===== config.mk =====
export PLATFORM = sky130hd
export DESIGN_NAME = sshw_status_word
export DESIGN_NICKNAME = d
export VERILOG_FILES = /design/src/rtl/sshw_pkg.sv /design/src/rtl/sshw_jog_if.sv /design/src/rtl/sshw_jog_hold.sv /design/src/rtl/sshw_status_word.sv
export SDC_FILE = /design/constraint.sdc
export NUM_CORES = 1
export LEC_CHECK = 0
export BUFFER_PORTS_ARGS = -buffer_cell sky130_fd_sc_hd__buf_2
export CELL_PAD_IN_SITES_DETAIL_PLACEMENT = 1
export CELL_PAD_IN_SITES_GLOBAL_PLACEMENT = 2
export CORE_MARGIN = 2
export CORE_UTILIZATION = 34
export CTS_BUF_LIST = sky130_fd_sc_hd__clkbuf_8 sky130_fd_sc_hd__clkbuf_16
export CTS_CLUSTER_SIZE = 16
export DETAILED_ROUTE_END_ITERATION = 10
export PLACE_DENSITY_LB_ADDON = 0.1
export SYNTH_ARGS = -nofsm -noshare
export SYNTH_HDL_FRONTEND = slang
export SYNTH_SLANG_ARGS = --single-unit

===== constraint.sdc =====
create_clock -name clk_sys -period 7.75 [get_ports clk_sys]
set_input_delay 0.775 -clock clk_sys [delete_from_list [all_inputs] [get_ports clk_sys]]
set_output_delay 0.775 -clock clk_sys [all_outputs]
set_load 0.05 [all_outputs]

===== src/rtl/sshw_pkg.sv =====
// Constants, types and bit layout of the motion health status word.
// Assumes one 100 MHz system clock and an active-high asynchronous reset.
// Behaviour
// - Acknowledge rises on successful preset or error reset, drops when host clears command bit.
// - Encoder error flag set while encoder reports a fault.
// - Heartbeat bit toggles about every 500 ms.
// - Heartbeat toggles only in command mode, not configuration mode.
// - Torque-limit flag set while a torque limit is active during a move.
// - Invalid jog change sets flag, old values kept; valid write clears it.
// - Jog move takes live changes only to speed, accel, decel, max torque.
// - Safe-off discrepancy flag set on time limit exceeded; cleared only by power cycle.
// - Driver fault on overtemp, overcurrent or inactive safe input; self clearing.
// - Link-lost flag set when physical link returns; protocol losses ignored.
// - Safe-off engaged flag set and power removed when either safe input inactive.
// - Enable command during safe-off engaged answers with a command error.
// - Over-temperature flag set while processor temperature above 90 C.
// - Discrete inputs reported one when active per configured polarity.
// - Safe-off variant reports safe input b at bit 3, safe input a at bit 2.
// - Driver fault clears power-stage flag, disables driver, no motor current.
// - Drive re-enables only on a zero-to-one transition of enable bit.
// - Power-stage flag set while driver enabled and current available.
// - Stall flag set when position error exceeds configured limit.
package sshw_pkg;
  localparam int unsigned CLK_HZ          = 100_000_000;
  localparam int unsigned HEARTBEAT_MS    = 500;
  localparam int unsigned HEARTBEAT_CYC   = HEARTBEAT_MS * (CLK_HZ / 1000);
  localparam logic [7:0]  TEMP_LIMIT_C    = 8'h5a;
  localparam int unsigned JOG_W           = 16;

  // Bit positions of the status word
  localparam int unsigned B_POWER_ON   = 15;
  localparam int unsigned B_STALL      = 14;
  localparam int unsigned B_CMD_ACK    = 13;
  localparam int unsigned B_ENC_ERR    = 12;
  localparam int unsigned B_HEARTBEAT  = 11;
  localparam int unsigned B_TORQUE_LIM = 10;
  localparam int unsigned B_JOG_INV    = 9;
  localparam int unsigned B_SAFE_DISC  = 8;
  localparam int unsigned B_DRV_FAULT  = 7;
  localparam int unsigned B_LINK_LOST  = 6;
  localparam int unsigned B_SAFE_ENG   = 5;
  localparam int unsigned B_OVER_TEMP  = 4;
  localparam logic [15:0] STATUS_RESET = 16'h0000;

  typedef struct packed {
    logic [JOG_W-1:0] speed;
    logic [JOG_W-1:0] accel;
    logic [JOG_W-1:0] decel;
    logic [JOG_W-1:0] torque;
  } sshw_jog_t;
endpackage


===== src/rtl/sshw_jog_if.sv =====
// Jog parameter carrier between status top and the jog holder.
// Assumes single clock domain.
`timescale 1ns/10ps
interface sshw_jog_if;
  sshw_pkg::sshw_jog_t wr_params;
  logic                wr_strobe;
  logic                jog_active;
  sshw_pkg::sshw_jog_t live_params;
  logic                invalid;
  modport holder (input wr_params, wr_strobe, jog_active, output live_params, invalid);
  modport user   (output wr_params, wr_strobe, jog_active, input live_params, invalid);
endinterface


===== src/rtl/sshw_jog_hold.sv =====
// Holds live jog parameters; rejects invalid updates during a jog.
// Assumes a write strobe of one cycle; zero values count as invalid.
`timescale 1ns/10ps
module sshw_jog_hold (
  input  wire logic   clk_sys,
  input  wire logic   sys_rst,
  sshw_jog_if.holder  jog
);
  typedef struct packed {
    sshw_pkg::sshw_jog_t params;
    logic                invalid;
  } sshw_jog_state_t;

  sshw_jog_state_t st;
  sshw_jog_state_t next_st;
  logic            wr_ok;

  always_comb begin
    next_st = st;
    wr_ok   = (jog.wr_params.speed != '0) && (jog.wr_params.accel != '0) &&
              (jog.wr_params.decel != '0) && (jog.wr_params.torque != '0);
    if (jog.wr_strobe) begin
      if (wr_ok) begin
        next_st.params  = jog.wr_params;
        next_st.invalid = 1'b0;
      end else if (jog.jog_active) begin
        next_st.invalid = 1'b1;
      end
    end
  end

  always_ff @(posedge clk_sys or posedge sys_rst) begin
    if (sys_rst) begin
      st <= '0;
    end else begin
      st <= next_st;
    end
  end

  assign jog.live_params = st.params;
  assign jog.invalid     = st.invalid;
endmodule // sshw_jog_hold


===== src/rtl/sshw_status_word.sv =====
// Builds the 16-bit motion health status word and drive enable control.
// Assumes all inputs synchronous to clk_sys; reset stands for power cycle.
`timescale 1ns/10ps
module sshw_status_word #(
  parameter int unsigned HEARTBEAT_CYC = sshw_pkg::HEARTBEAT_CYC
) (
  input  wire logic        clk_sys,
  input  wire logic        sys_rst,
  input  wire logic        command_mode,
  input  wire logic        safe_variant,
  input  wire logic        preset_done_ok,
  input  wire logic        reset_errors_done_ok,
  input  wire logic        cmd_bit,
  input  wire logic        encoder_fault,
  input  wire logic        move_active,
  input  wire logic        torque_limit_hit,
  input  wire logic        jog_active,
  input  wire logic        jog_wr_strobe,
  input  wire sshw_pkg::sshw_jog_t jog_wr_params,
  input  wire logic        discrepancy_timeout,
  input  wire logic        overcurrent,
  input  wire logic        drive_overtemp,
  input  wire logic        safe_input_a_n,
  input  wire logic        safe_input_b_n,
  input  wire logic        phy_link_up,
  input  wire logic        link_lost_clear,
  input  wire logic [7:0]  cpu_temp_c,
  input  wire logic [3:0]  raw_inputs,
  input  wire logic [3:0]  input_active_high,
  input  wire logic        enable_driver_bit,
  input  wire logic        stall_over_limit,
  output logic [15:0]      motion_health_status,
  output logic             power_stage_enable,
  output logic             cmd_error_pulse,
  output sshw_pkg::sshw_jog_t jog_live_params
);
  typedef struct packed {
    logic [31:0] hb_count;
    logic        heartbeat;
    logic        cmd_ack;
    logic        safe_off_discrepancy_flag;
    logic        link_was_up;
    logic        link_lost;
    logic        power_on;
    logic        enable_prev;
    logic        cmd_error;
    logic [15:0] status;
  } sshw_state_t;

  sshw_state_t st;
  sshw_state_t next_st;
  sshw_jog_if  jog ();

  logic        safe_off_engaged_flag;
  logic        driver_fault;
  logic        over_temp;
  logic [3:0]  in_state;
  logic        input_one_state;
  logic        input_two_state;
  logic        input_three_state;
  logic        input_four_state;
  logic        enable_rise;
  logic [15:0] word;

  assign jog.wr_params  = jog_wr_params;
  assign jog.wr_strobe  = jog_wr_strobe;
  assign jog.jog_active = jog_active;

  sshw_jog_hold u_jog (
    .clk_sys (clk_sys),
    .sys_rst (sys_rst),
    .jog     (jog)
  );

  // Per-input polarity
  genvar gi;
  generate
    for (gi = 0; gi < 4; gi++) begin : g_in
      assign in_state[gi] = raw_inputs[gi] ~^ input_active_high[gi];
    end
  endgenerate

  assign input_one_state   = in_state[0];
  assign input_two_state   = in_state[1];
  assign input_three_state = safe_variant ? ~safe_input_a_n : in_state[2];
  assign input_four_state  = safe_variant ? ~safe_input_b_n : in_state[3];

  assign safe_off_engaged_flag = safe_variant && (safe_input_a_n || safe_input_b_n);
  assign over_temp    = cpu_temp_c > sshw_pkg::TEMP_LIMIT_C;
  assign driver_fault = drive_overtemp || overcurrent || safe_off_engaged_flag;
  assign enable_rise  = enable_driver_bit && !st.enable_prev;

  always_comb begin
    next_st = st;
    next_st.enable_prev = enable_driver_bit;
    next_st.cmd_error   = 1'b0;

    // Heartbeat, frozen outside command mode
    if (command_mode) begin
      if (st.hb_count >= HEARTBEAT_CYC - 1) begin
        next_st.hb_count  = '0;
        next_st.heartbeat = ~st.heartbeat;
      end else begin
        next_st.hb_count = st.hb_count + 32'd1;
      end
    end else begin
      next_st.hb_count = '0;
    end

    // Ack holds until host drops command bit; completion wins
    if (!cmd_bit) begin
      next_st.cmd_ack = 1'b0;
    end
    if (preset_done_ok || reset_errors_done_ok) begin
      next_st.cmd_ack = 1'b1;
    end

    // Sticky until power cycle
    if (safe_variant && discrepancy_timeout) begin
      next_st.safe_off_discrepancy_flag = 1'b1;
    end

    // Physical link loss seen on return of link
    next_st.link_was_up = phy_link_up;
    if (link_lost_clear) begin
      next_st.link_lost = 1'b0;
    end
    if (phy_link_up && !st.link_was_up) begin
      next_st.link_lost = 1'b1;
    end

    // Drive enable control
    if (driver_fault) begin
      next_st.power_on = 1'b0;
    end else if (!enable_driver_bit) begin
      next_st.power_on = 1'b0;
    end else if (enable_rise) begin
      next_st.power_on = 1'b1;
    end
    if (enable_rise && safe_off_engaged_flag) begin
      next_st.cmd_error = 1'b1;
    end

    next_st.status = word;
  end

  always_comb begin
    word = sshw_pkg::STATUS_RESET;
    word[sshw_pkg::B_POWER_ON]   = st.power_on;
    word[sshw_pkg::B_STALL]      = stall_over_limit;
    word[sshw_pkg::B_CMD_ACK]    = st.cmd_ack;
    word[sshw_pkg::B_ENC_ERR]    = encoder_fault;
    word[sshw_pkg::B_HEARTBEAT]  = st.heartbeat;
    word[sshw_pkg::B_TORQUE_LIM] = move_active && torque_limit_hit;
    word[sshw_pkg::B_JOG_INV]    = jog.invalid;
    word[sshw_pkg::B_SAFE_DISC]  = st.safe_off_discrepancy_flag;
    word[sshw_pkg::B_DRV_FAULT]  = driver_fault;
    word[sshw_pkg::B_LINK_LOST]  = st.link_lost;
    word[sshw_pkg::B_SAFE_ENG]   = safe_off_engaged_flag;
    word[sshw_pkg::B_OVER_TEMP]  = over_temp;
    word[3:0] = {input_four_state, input_three_state, input_two_state, input_one_state};
  end

  always_ff @(posedge clk_sys or posedge sys_rst) begin
    if (sys_rst) begin
      st <= '0;
    end else begin
      st <= next_st;
    end
  end

  assign motion_health_status = st.status;
  assign power_stage_enable   = st.power_on;
  assign cmd_error_pulse      = st.cmd_error;
  assign jog_live_params      = jog.live_params;
endmodule // sshw_status_word


==> results_dict.tcl <==
set metrics [dict create \
    outcome "completed" \
    worstSetupStartpointType "input pin" \
    multiInputGateArea_mm2 0.001734 \
    io_buffers 182 \
    hold_buffers 0 \
    synth_area_leaders "dfrtp_1 61%, mux2_2 15%, xnor2_1 3.0%" \
    diodes 0 \
    yosysWarnings 0 \
    tightest_slew_ns 0.8519 \
    yosysTopAreaCell "dfrtp_1" \
    fp.dieW_um 124.7 \
    setup_tns_ns 0 \
    hold_end "motion_health_status[6]$_DFF_PP0_" \
    syn_avg_cell_area_um2 13.23 \
    path_class "in2reg" \
    hold_start "next_st[6]$_DFFE_PP0P_" \
    dp_hpwl_mm 9.100 \
    dr.pass1.iters 4 \
    track_usage_pct 16.79 \
    holdPathStages 0 \
    power_density_mw_per_mm2 272.4 \
    die_h_um 124.7 \
    fin_skew_ns 0.004321 \
    synth-async-reset-ratio_pct 100.0 \
    core_mm2 0.01437 \
    place_congestion 0.7470 \
    r2r_slack_ns 5.54 \
    yosysTopAreaCellShare_pct 61.17 \
    grt_overflow 0 \
    leakagePower_nw 3.005 \
    instances_no_fill 750 \
    vdd_ir_drop_max_mv 0.1686 \
    cts_resized 0 \
    post-route-min-period_ns 2.873 \
    drv_slew 0 \
    viasPerCell 4.744 \
    finalSetupViolCount 0 \
    dieArea_mm2 0.01554 \
    synth-edff-count 0 \
    pre_cts_slack_ns 4.448 \
    drt-initial-drc-count 112 \
    synthDistinctLibCells 42 \
    rows 44 \
    synth_ff_type "dfrtp_1" \
    max_freq_mhz 348.1 \
    seq_area_mm2 0.003028 \
    cp.arrival_ns 3.16 \
    grt_pass1_wl_mm 20.28 \
    fin_crit_sh_pct 37.07 \
    relSlewSlack_pct 43.20 \
    clk_pin_slew_worst_paths_ns 0.05 \
    antenna_found_initial 1 \
    post_cts_buffers 0 \
    worst_r2r_endpoint "st[32]$_DFF_PP0_" \
    hold_viol 0 \
    reg2reg_from "st[24]$_DFF_PP0_" \
    syn_inst 374 \
    synth.most_common_cell "dfrtp_1" \
    grt_start_max_net_pins 67 \
    wl_per_cell_um 16.58 \
    dp_cells 719 \
    initial_core_util_pct 34.45 \
    htree_levels 4 \
    cp_max_fo 39 \
    holdWs_ns 0.3812 \
    ios 183 \
    worst_slack_ns 4.877 \
    grt_pass1_vias 3890 \
    nets 656 \
    hp-class "reg2reg" \
    yosysSeqAreaShare_pct 61.17 \
    ant_nets 0 \
    synthToLayoutAreaGrowth_pct 31.95 \
    drc 0 \
    clk_path_buf_depth 2 \
    power_mw 1.779 \
    routed_wl_mm 12.44 \
    num_vias 3558 \
    ys_top_cells_by_count "121 x dfrtp_1, 64 x mux2_2, 28 x nor2_1" \
    tritoncts "done" \
    cts_made_buffers 17 \
    reg2reg_depth 6 \
    cp-end-kind "flop" \
    num-fill-cells 1554 \
    rsz0062_at_grt "false" \
    cts-root-buf "clkbuf_16" \
    insertion_delay_ns 0.40 \
    ys_ff_latch 121 \
    drive_above_1_share_pct 51.06 \
    clkSinkCount 121 \
    max-cap-violations 0 \
    critPathRequiredTime_ns 8.03 \
    syn_area_mm2 0.004950 \
]
==> where the power goes <==
group | switching, mW | internal [mW] | total, mW
Sequential | 0.0222 | 0.680 | 0.702
Combinational | 0.216 | 0.0830 | 0.299
Clock | 0.269 | 0.510 | 0.778
Total | 0.507 | 1.27 | 1.78
==> critical path, stage by stage <==
cell     delay, ns
buf_2         0.10
nor4_1        0.35
nand4_1       0.23
and3_1        0.28
nand3_2       0.45
buf_4         0.55
mux2_2        0.40
==> state kept, by name (all words and copies together) (netlist names) <==
name	cells
next_st	4
u_jog.jog.invalid	1
u_jog.jog.live_params	64
st	34
motion_health_status	16
cmd_error_pulse	1
power_stage_enable	1
==> how the worst max path moves through the flow <==
stage	from	endpoint	slack [ns]	depth (start not counted)
after global placement	jog_wr_params[54]	u_jog.jog.live_params[62]$_DFFE_PP0P_	4.49	7
after detailed placement	jog_wr_params[54]	u_jog.jog.live_params[59]$_DFFE_PP0P_	4.45	7
after global routing	jog_wr_params[54]	u_jog.jog.live_params[60]$_DFFE_PP0P_	4.71	7
final	jog_wr_params[54]	u_jog.jog.live_params[60]$_DFFE_PP0P_	4.88	7
after CTS	jog_wr_params[54]	u_jog.jog.live_params[60]$_DFFE_PP0P_	4.88	7
after floorplan	sys_rst	cmd_error_pulse$_DFF_PP0_	3.76	1
==> stage by stage <==
| step | utilization (%) | area [um2] |
|---|---|---|
| finish | 45.45 | 6531 |
| detailed placement | 41.34 | 5939 |
| CTS | 45.45 | 6531 |
| global placement | 41.34 | 5939 |
| global route | 45.45 | 6531 |
| floorplan | - | 4969 |
==> placed cells by master (no fill, tap or decap), drive strengths merged, types with 2 or more instances in the layout <==
cell type,instances
nor4,16
nand3,8
or4,3
o21a,2
conb,6
clkbuf,22
inv,7
dfrtp,121
o21ai,6
xnor2,17
and4,4
clkinvlp,2
and3,5
a21oi,5
and2,5
nor2,31
nor3,7
buf,184
bufinv,2
nand4,10
mux2,64
clkinv,3
xor2,11
nand2,13
==> cells by family after synthesis <==
kind of cell | after synthesis | synth area share [%]
fa+ha+maj | 1 | 0.2527
simple gates | 106 | 11.55
mux | 64 | 14.56
flops | 121 | 61.17
compound gates | 20 | 3.261
buf+inv | 33 | 4.171
xor+xnor | 28 | 4.954
other cells | 1 | 0.07576
==> routing by layer <==
| layer | GRT usage, % | part of all wire (%) | vias up |
|---|---|---|---|
| li1 | - | - | 1653 |
| met1 | 19.26 | 41 | 1768 |
| met2 | 28.25 | 50 | 120 |
| met3 | 6.787 | 7.8 | 15 |
| met5 | 0 | 0.064 | - |
| met4 | 6.147 | 1.4 | 2 |
==> final cells by class <==
cell class / count / share of cell area, %
sequential: 121 / 46.36
multi-input combinational: 225 / 26.55
timing repair buffer: 184 / 14.18
clock buffer: 22 / 7.567
tap: 184 / 3.525
clock inverter: 9 / 1.494
inverter: 5 / 0.3257
Power figures use the tool's default switching activity.
